File: config.mk
export PLATFORM = sky130hd
export DESIGN_NAME = cisf_filter
export DESIGN_NICKNAME = d
export VERILOG_FILES = /design/src/pkg/cisf_pkg.sv /design/src/logic/cisf_filter.sv
export VERILOG_INCLUDE_DIRS = /design/src /design/src/pkg
export SDC_FILE = /design/constraint.sdc
export NUM_CORES = 1
export LEC_CHECK = 0
export BUFFER_PORTS_ARGS = -buffer_cell sky130_fd_sc_hd__buf_2
export CAP_MARGIN = 20
export CORE_ASPECT_RATIO = 0.75
export CORE_UTILIZATION = 40
export CTS_BUF_LIST = sky130_fd_sc_hd__clkbuf_4 sky130_fd_sc_hd__clkbuf_8
export DETAILED_ROUTE_END_ITERATION = 12
export GPL_ROUTABILITY_DRIVEN = 0
export PLACE_DENSITY = 0.58
export SYNTH_ARGS = -nofsm -noshare
export SYNTH_HDL_FRONTEND = slang
export SYNTH_SLANG_ARGS = --single-unit
File: constraint.sdc
create_clock -name clk_sys -period 2.1 [get_ports clk_sys]
set_input_delay 0.315 -clock clk_sys [delete_from_list [all_inputs] [get_ports clk_sys]]
set_output_delay 0.315 -clock clk_sys [all_outputs]
set_load 0.02 [all_outputs]
File: src/pkg/cisf_params.svh
// constants for the control input sampling filter
`ifndef CISF_PARAMS_SVH
`define CISF_PARAMS_SVH

// system clock and time base
`define CISF_CLK_NS          10
`define CISF_BASE_NS         250000
`define CISF_BASE_CYC        (`CISF_BASE_NS / `CISF_CLK_NS)
`define CISF_ALARM_NS        120000000
`define CISF_ALARM_TICKS     (`CISF_ALARM_NS / `CISF_BASE_NS)

// widths
`define CISF_GEN_W           8
`define CISF_TICK_W          16
`define CISF_ALARM_W         9

// setting encodings
`define CISF_CLR_OFF         3'h0
`define CISF_CLR_RAW_LEVEL   3'h1
`define CISF_CLR_FILT_LEVEL  3'h2
`define CISF_CLR_RAW_EDGE    3'h3
`define CISF_CLR_FILT_EDGE   3'h4
`define CISF_ALARM_FIXED     1'h0
`define CISF_INH_VALID       1'h0

// reset values of recognised states
`define CISF_GEN_RST         8'h00
`define CISF_FLAG_RST        1'h0

`endif

File: src/pkg/cisf_pkg.sv
// types for the control input sampling filter
package cisf_pkg;

    typedef struct packed {
        logic [1:0] input_filter_select;
        logic       alarm_clear_recognition_select;
        logic [2:0] clear_condition_select;
        logic       inhibit_disable_select;
        logic [2:0] inhibit_sampling_select;
    } cisf_cfg_t;

    typedef struct packed {
        logic [7:0] general_filtered;
        logic       alarm_clear_recognised;
        logic       deviation_clear;
        logic       pulse_inhibit_active;
    } cisf_out_t;

endpackage : cisf_pkg

File: src/logic/cisf_filter.sv
// control input sampling filter: sampling, debounce and clear/inhibit conditioning
//
// Summary of operation
// - general inputs sampled at 0.25/0.5/1/2 ms
// - clear and inhibit inputs use own filters
// - alarm clear: 120 ms, or general period
// - clear condition 0 ignores clear input
// - condition 1 raw level, 2 filtered level
// - condition 3 raw edge, 4 filtered edge
// - inhibit honoured only when disable is 0
// - inhibit sampler selects period and count
// - inhibit state changes only when samples agree
`timescale 1ns/10ps
`include "cisf_params.svh"

module cisf_filter #(
    parameter logic [`CISF_TICK_W-1:0] BASE_CYCLES = `CISF_TICK_W'(`CISF_BASE_CYC)
) (
    // clock and reset
    input  wire logic               clk_sys,
    input  wire logic               reset,
    // settings
    input  wire cisf_pkg::cisf_cfg_t cfg,
    // raw control input pins
    input  wire logic [`CISF_GEN_W-1:0] general_input,
    input  wire logic               alarm_clear_input,
    input  wire logic               deviation_clear_input,
    input  wire logic               pulse_inhibit_input,
    // conditioned outputs
    output cisf_pkg::cisf_out_t     status
);

    localparam int SW = `CISF_GEN_W + 3;

    ////////////////////////////////////////////////////////////////////////////
    // pin synchronisers
    logic [SW-1:0]          sync1_q;
    logic [SW-1:0]          sync2_q;
    logic [`CISF_GEN_W-1:0] gen_s;
    logic                   alm_s;
    logic                   dcl_s;
    logic                   inh_s;

    always_ff @(posedge clk_sys) begin
        if (reset) begin
            sync1_q <= '0;
            sync2_q <= '0;
        end else begin
            sync1_q <= {general_input, alarm_clear_input, deviation_clear_input,
                        pulse_inhibit_input};
            sync2_q <= sync1_q;
        end
    end

    assign gen_s = sync2_q[SW-1:3];
    assign alm_s = sync2_q[2];
    assign dcl_s = sync2_q[1];
    assign inh_s = sync2_q[0];

    ////////////////////////////////////////////////////////////////////////////
    // time base: one 0.25 ms tick, longer periods are whole multiples of it
    logic [`CISF_TICK_W-1:0] tick_cnt_q;
    logic [2:0]              div_q;
    logic                    base_tick;

    assign base_tick = (tick_cnt_q == BASE_CYCLES - 1'b1);

    always_ff @(posedge clk_sys) begin
        if (reset) begin
            tick_cnt_q <= '0;
            div_q      <= '0;
        end else begin
            tick_cnt_q <= base_tick ? '0 : tick_cnt_q + 1'b1;
            if (base_tick) begin
                div_q <= div_q + 1'b1;
            end
        end
    end

    // strobe for period 2^sel base ticks; used by the general and inhibit samplers
    function automatic logic period_hit(input logic [1:0] sel, input logic [2:0] div,
                                        input logic tick);
        logic [2:0] mask;
        mask = 3'((4'h1 << sel) - 4'h1);
        return tick && ((div & mask) == mask);
    endfunction : period_hit

    ////////////////////////////////////////////////////////////////////////////
    // general inputs
    logic                   gen_strobe;
    logic [`CISF_GEN_W-1:0] gen_q;

    assign gen_strobe = period_hit(cfg.input_filter_select, div_q, base_tick);

    always_ff @(posedge clk_sys) begin
        if (reset) begin
            gen_q <= `CISF_GEN_RST;
        end else if (gen_strobe) begin
            gen_q <= gen_s;
        end
    end

    chk_gen_hold_stable: assert property (@(posedge clk_sys) disable iff (reset)
        !gen_strobe |=> $stable(gen_q))
        else $error("general inputs changed without a sampling strobe");

    chk_tick_spacing: assert property (@(posedge clk_sys) disable iff (reset)
        base_tick |=> !base_tick [*8])
        else $error("base ticks closer than the fixed period");

    ////////////////////////////////////////////////////////////////////////////
    // alarm clear: steady for 120 ms, or sampled like the general inputs
    logic                     alm_q;
    logic [`CISF_ALARM_W-1:0] alm_cnt_q;
    logic                     alm_fixed;
    logic                     alm_done;

    assign alm_fixed = (cfg.alarm_clear_recognition_select == `CISF_ALARM_FIXED);
    assign alm_done  = base_tick &&
                       (alm_cnt_q == `CISF_ALARM_W'(`CISF_ALARM_TICKS - 1));

    always_ff @(posedge clk_sys) begin
        if (reset) begin
            alm_q     <= `CISF_FLAG_RST;
            alm_cnt_q <= '0;
        end else if (!alm_fixed) begin
            alm_cnt_q <= '0;
            if (gen_strobe) begin
                alm_q <= alm_s;
            end
        end else if (alm_s == alm_q) begin
            alm_cnt_q <= '0;
        end else if (alm_done) begin
            alm_q     <= alm_s;
            alm_cnt_q <= '0;
        end else if (base_tick) begin
            alm_cnt_q <= alm_cnt_q + 1'b1;
        end
    end

    chk_alarm_needs_time: assert property (@(posedge clk_sys) disable iff (reset)
        alm_fixed && $past(alm_fixed) && $changed(alm_q) |-> $past(alm_done))
        else $error("alarm clear recognised before the fixed time");

    ////////////////////////////////////////////////////////////////////////////
    // deviation clear: own filter, two agreeing samples on the base tick
    logic dcl_smp_q;
    logic dcl_filt_q;
    logic dcl_filt_prev_q;
    logic dcl_raw_prev_q;
    logic dcl_out_q;
    logic dcl_d;

    always_ff @(posedge clk_sys) begin
        if (reset) begin
            dcl_smp_q       <= `CISF_FLAG_RST;
            dcl_filt_q      <= `CISF_FLAG_RST;
            dcl_filt_prev_q <= `CISF_FLAG_RST;
            dcl_raw_prev_q  <= `CISF_FLAG_RST;
            dcl_out_q       <= `CISF_FLAG_RST;
        end else begin
            if (base_tick) begin
                dcl_smp_q <= dcl_s;
                if (dcl_smp_q == dcl_s) begin
                    dcl_filt_q <= dcl_s;
                end
            end
            dcl_filt_prev_q <= dcl_filt_q;
            dcl_raw_prev_q  <= dcl_s;
            dcl_out_q       <= dcl_d;
        end
    end

    // level modes hold clear while active; edge modes give one pulse
    always_comb begin
        case (cfg.clear_condition_select)
            `CISF_CLR_OFF:        dcl_d = 1'b0;
            `CISF_CLR_RAW_LEVEL:  dcl_d = dcl_s;
            `CISF_CLR_FILT_LEVEL: dcl_d = dcl_filt_q;
            `CISF_CLR_RAW_EDGE:   dcl_d = dcl_s && !dcl_raw_prev_q;
            `CISF_CLR_FILT_EDGE:  dcl_d = dcl_filt_q && !dcl_filt_prev_q;
            default:              dcl_d = 1'b0;
        endcase
    end

    chk_clear_off_quiet: assert property (@(posedge clk_sys) disable iff (reset)
        cfg.clear_condition_select == `CISF_CLR_OFF |=> !dcl_out_q)
        else $error("deviation clear issued while the input is ignored");

    chk_clear_raw_level: assert property (@(posedge clk_sys) disable iff (reset)
        cfg.clear_condition_select == `CISF_CLR_RAW_LEVEL |=> dcl_out_q == $past(dcl_s))
        else $error("raw level clear does not follow the input");

    chk_clear_filt_level: assert property (@(posedge clk_sys) disable iff (reset)
        cfg.clear_condition_select == `CISF_CLR_FILT_LEVEL
        |=> dcl_out_q == $past(dcl_filt_q))
        else $error("filtered level clear does not follow the filter");

    chk_clear_edge_once: assert property (@(posedge clk_sys) disable iff (reset)
        cfg.clear_condition_select == `CISF_CLR_RAW_EDGE
        && $stable(cfg.clear_condition_select) && dcl_out_q |=> !dcl_out_q)
        else $error("edge clear lasted more than one cycle");

    ////////////////////////////////////////////////////////////////////////////
    // pulse inhibit: period and count of agreeing samples
    logic [1:0] inh_per_sel;
    logic [1:0] inh_need;
    logic       inh_strobe;
    logic [2:0] inh_hist;
    logic [2:0] inh_hist_q;
    logic       inh_agree;
    logic       inh_q;

    assign inh_per_sel = (cfg.inhibit_sampling_select <= 3'h3) ?
                         cfg.inhibit_sampling_select[1:0] : 2'h0;
    assign inh_need    = (cfg.inhibit_sampling_select == 3'h4) ? 2'h1 :
                         (cfg.inhibit_sampling_select == 3'h5) ? 2'h2 : 2'h3;
    assign inh_strobe  = period_hit(inh_per_sel, div_q, base_tick);
    assign inh_hist    = {inh_hist_q[1:0], inh_s};
    // newest sample always counts; older ones only when the count asks for them
    assign inh_agree   = (inh_need < 2'h2 || inh_hist[1] == inh_s) &&
                         (inh_need < 2'h3 || inh_hist[2] == inh_s);

    always_ff @(posedge clk_sys) begin
        if (reset) begin
            inh_hist_q <= '0;
            inh_q      <= `CISF_FLAG_RST;
        end else if (inh_strobe) begin
            inh_hist_q <= inh_hist;
            if (inh_agree) begin
                inh_q <= inh_s;
            end
        end
    end

    chk_inh_agree_only: assert property (@(posedge clk_sys) disable iff (reset)
        $changed(inh_q) |-> $past(inh_strobe) && $past(inh_agree))
        else $error("inhibit state changed without agreeing samples");

    chk_inh_ignored: assert property (@(posedge clk_sys) disable iff (reset)
        cfg.inhibit_disable_select != `CISF_INH_VALID |-> !status.pulse_inhibit_active)
        else $error("inhibit asserted while disabled");

    ////////////////////////////////////////////////////////////////////////////
    // outputs
    assign status.general_filtered       = gen_q;
    assign status.alarm_clear_recognised = alm_q;
    assign status.deviation_clear        = dcl_out_q;
    assign status.pulse_inhibit_active   = inh_q &&
        (cfg.inhibit_disable_select == `CISF_INH_VALID);

endmodule : cisf_filter

Word level (Yosys, flattened, before mapping). Cells that the tools add are included.

Reduce and logical (&&, ||, !) cells: 17. $add $sub $neg: 5. Order comparisons: 3. Shift operators: 2. Equal/unequal tests: 16. Bitwise gates (word level): 3. Mux-type cells: 8.

Operators by type and width (number): adder 16 x 1 -> 16 bit (second input constant) (1); == test 16 x 15 -> 1 bit (second input constant) (1); adder 9 x 1 -> 9 bit (second input constant) (1); == test 3 bit (second input constant) (3); == test 9 bit (second input constant) (1); logical AND 1 bit (7); AND 3 bit (2); == test 3 x 2 -> 1 bit (second input constant) (2); == test 3 bit (2); left shift 1 x 2 -> 3 bit (first input constant) (2); subtractor 3 x 1 -> 3 bit (second input constant) (2); two-way mux 1 bit (5); == test 1 bit (4); less-than comparator 2 bit (second input constant) (2); two-way mux 2 bit (2); one-hot mux 1 bit (4 select lines) (1); AND reduction 2 bit (2); OR reduction 4 bit (1); adder 3 x 1 -> 3 bit (second input constant) (1); == test 3 x 1 -> 1 bit (second input constant) (1); <= comparator 3 x 2 -> 1 bit (second input constant) (1); AND reduction 3 bit (1); zero test 1 bit (2); logical OR 1 bit (2); 5 further kinds (5).

Register bits: 67. Output and inout bits: 11. Word-level logic and storage cells: 68.

Depth between registers and ports, before layout.
Depth in word-level cells: 8. Gate-level depth with buffers: 7.

Worst setup path before layout. OpenSTA, ideal clock, no wires.

Path kind: register -> register. Start: reg tick_cnt_q[3]. End: reg tick_cnt_q[8]. Arrival time: 1.827 ns. Cell stages (with the launch flop): 7. Setup time: 0.115 ns. Setup slack: 0.158 ns. Cell sequence: dfxtp_1 or4_4 or4_4 buf_6 nand2_2 buf_4 nor2_1.

Word-level cells in the longest chain between the ends: 2. Elaborated cells between the ends (all ways): 3. Those cells by class: add/sub: 1; eq/ne: 1; reduce/logical: 1.

Ends and longest elaborated chain: start: declaration (RTL line cisf_filter.sv:62) `` logic [`CISF_TICK_W-1:0] tick_cnt_q; ``; start signal: assignment (RTL line cisf_filter.sv:73) `tick_cnt_q <= base_tick ? '0 : tick_cnt_q + 1'b1;`; branches (longest 2 deep; another with adder 16 x 1 -> 16 bit).

Parallel ways; which one is timed is not known. A chain may end at the register's enable or synchronous reset.

Worst setup path in the final report.
Start: reg tick_cnt_q[6]. End: reg inh_q.

Word-level cells in the longest chain between the ends: 3.

Ends and longest elaborated chain: == test 16 x 15 -> 1 bit (RTL line cisf_filter.sv:66) `assign base_tick = (tick_cnt_q == BASE_CYCLES - 1'b1);`; logical AND 1 bit (RTL line cisf_filter.sv:85) `return tick && ((div & mask) == mask);`; AND reduction 2 bit (no line); end signal: assignment (RTL line cisf_filter.sv:227) `` inh_q <= `CISF_FLAG_RST; ``; end signal: assignment (RTL line cisf_filter.sv:231) `inh_q <= inh_s;`; end: declaration (RTL line cisf_filter.sv:212) `logic inh_q;`.

Every way passes these cells.

==> impl_results.md <==
- Placed wire-length estimate: 3280 um
- Core ar.: 6350 sq um
- Total GRT Usage: 15.8%
- #FFs+latches synth: 67
- Fmax: slightly below 0.5 GHz
- Max cap viols: 0
- Static Leak: 1.32 nW
- Crit. End Element: flop
- RSZ-0062 raised after global routing: false
- Total length of routed wires: 4650 um
- DIE AREA: 6960 sq um
- Met1 GRT Util: 21.6%
- Top-count cell post-synth: dfxtp_1
- IO buf count: 33
- Post-synth top area cell: dfxtp_1
- Yosys synthesis warning count: 0
- Maximum VDD drop: ~0.49 mV
- Final worst slack: a little under 90 ps
- M3 GR Usage: 7.23%
- Sequential element share of the synthesized area: around half
- Initial antenna violation count: 0
- Vias: 1,924
- Reg2reg setup slack: 90 ps
- Total CTS buffers: 9
- WHS: 180 ps
- Worst R2R Path Depth: 6
- R2r endpoint: inh_q$_SDFFE_PP0P_
- Worst r2r src: tick_cnt_q[6]$_SDFF_PP0_
- TNS Setup: 0 ps
- Hold_buf cts: 0
- Vias in the first global route: 1,728
- Global-route wire length before repair: 8170 um
- DRC: 0
- Grt total ovfl: 0
- Grt met2 use: 21.5%
- Final Cycle Share: a little over nine tenths
- Max Clock Skew: between 9 and 10 ps
- CTS root buffer: clkbuf_8
- Synth unique cells: 43
- Count of pins over their slew limit: 0
- Clock transition at path regs: 70 ps
- Row count: 25
- Commonest cells post-synth: 67 x dfxtp_1, 36 x nor2_1, 30 x nor2b_1, 22 x nand2_1, 14 x xor2_1
- Fin. Hold Viols: 0
- CP max-delay cell: or4_4
- Worst EP required: 2340 ps
- Slew margin rel.: 70.2%
- Starting DRT DRC Count: 65
- CP top delay family: simple AND/OR/NAND/NOR gates
- Worst Path Max Fanout: 9
- Drt pass-1 iters: 6
- Min-delay src: general_input[6]
- Post-synth top flop: dfxtp_1
- Setup crit start: tick_cnt_q[6]$_SDFF_PP0_
- Hold path depth: 2
- N_diodes: 0
- Ports: 34
- H-tree level count: 3
- Fin crit period: slightly above 2000 ps
- Share of the synthesized area in the top cell type: just over 50%
- Clock buffer depth: 2
- Worst slew pin tran: 442 ps
- Initial Util: between 40% and 50%
- Hold Path Class: in -> reg
- Status: complete, no violations
- Setup CP Type: reg -> reg
- Post-synth EDFFs: 0
- Largest net degree at the start of global routing: 36
- Netlist Area Pre-Place: 2650 sq um
- DIE HEIGHT: 72.5 um
- Main area contributors after synthesis: dfxtp_1 51%, nor2b_1 7.1%, nor2_1 5.1%
- Share of layout cells above drive strength 1: 21.4%
- Placement Setup Slack: 97.6 ps
- Layout Nets: 344
- CP Launch Type: flop
- CP peak stage delay: 570 ps
- Grt peak-use layer: met1
- Antenna Violating Nets Remaining: 0
- Hold Crit Endpoint: sync1_q[9]$_SDFF_PP0_
- Drt wl/cell: 11.5 um
- Ys async rst share: 0%
- WP buf/inv: 1
- CTS tree: done
- Worst-skew pair later-pin latency: 340 ps
- Area grow syn2layout: 20.0%
- Vias/cell: 4.76
- Final setup vio count: 0
- Synthesized instance count: 275
- WP data arrival: 2250 ps
- Overall die width: 96.0 um
- Clock sinks: 67
- Power per cell area: 847 nW/um^2
- Crit-path cells: or4_4 -> nor4_2 -> buf_4 -> o31a_1 -> a21oi_1 -> a41o_1
- Syn Nets: 301
- Avg Inst Size Synth: just under 10 sq um
power breakdown:
group          leakage [nW]  total, mW  switching (mW)  internal, mW
logic                 0.657     0.0799          0.0411        0.0388
registers             0.545       1.30         0.00917          1.29
clock network         0.120       1.31           0.510         0.798
through the flow:
step / cells / instance area [sq um] / power [mW] / utilization, %
after CTS: 403 / 3170 / 2.73 / 50.0
after floorplan: 275 / 2650 / 1.38 / -
after global routing: 404 / 3180 / 2.81 / 50.1
after global placement: 387 / 2920 / 1.41 / 46.0
final: 404 / 3180 / 2.69 / 50.1
after detailed placement: 387 / 2920 / 1.41 / 46.0
cell families after synthesis:
| family | Yosys count | share of synthesized area [%] |
|---|---|---|
| flops | 67 | 50.6 |
| simple gates | 129 | 26.5 |
| buf+inv | 15 | 3.02 |
| xor+xnor | 19 | 6.28 |
| fa+ha+maj | 3 | 1.42 |
| compound gates | 28 | 6.85 |
| mux | 14 | 5.34 |
worst max path at each step:
| stage | to | slack, ps | cells past startpoint |
|---|---|---|---|
| 6_report | inh_q$_SDFFE_PP0P_ | 90 | 6 |
| 5_1_grt | inh_q$_SDFFE_PP0P_ | 0.9 | 6 |
| 4_1_cts | inh_q$_SDFFE_PP0P_ | 80 | 6 |
| 3_5_place_dp | inh_q$_SDFFE_PP0P_ | 100 | 6 |
| 3_3_place_gp | inh_q$_SDFFE_PP0P_ | 90 | 6 |
| 2_1_floorplan | tick_cnt_q[8]$_SDFF_PP0_ | 160 | 6 |
placed cells by master (no fill, tap or decap), drive strengths merged, types with 7 or more instances in the layout:
cell,synthesis,routed
dfxtp,67,67
buf,6,43
nor2,37,37
nor2b,30,30
nand2,23,23
xor2,14,14
mux2i,13,13
a21oi,12,12
nand3,11,11
clkbuf,5,9
and3,7,7
what timing repair did:
action / CTS / global route
setup buffers: 0 / 1
gates resized for setup: 0 / 0
setup endpoints to repair: 0 / 2
routing by layer:
layer / up-vias / part of all wire (%)
met2: 29 / 40
met3: 9 / 3.9
met4: 0 / 1.6
met1: 869 / 54
met5: - / 0
li1: 1017 / -
sequential cells by signal, summed over array words and instances, names as in the netlist:
name	count
gen_q	8
dcl_filt_prev_q	1
alm_cnt_q	9
sync1_q	11
inh_q	1
div_q	3
dcl_out_q	1
tick_cnt_q	16
sync2_q	11
dcl_filt_q	1
alm_q	1
dcl_raw_prev_q	1
inh_hist_q	2
dcl_smp_q	1
worst reg2reg max path, delay by kind of cell (launching register included):
family,cells,cell delay (ps)
buf+inv,1,210
simple gates,2,830
compound gates,3,540
flops,1,330
area by class of cell:
type	count	area, sq um
Clock buffer	9	124
Clock inverter	7	124
Fill cell	602	3170
Inverter	4	15.0
Multi-Input combinational cell	193	1230
Sequential cell	67	1340
Tap cell	81	101
Timing Repair Buffer	43	240
Note: power is estimated with default switching activity, not from simulation.
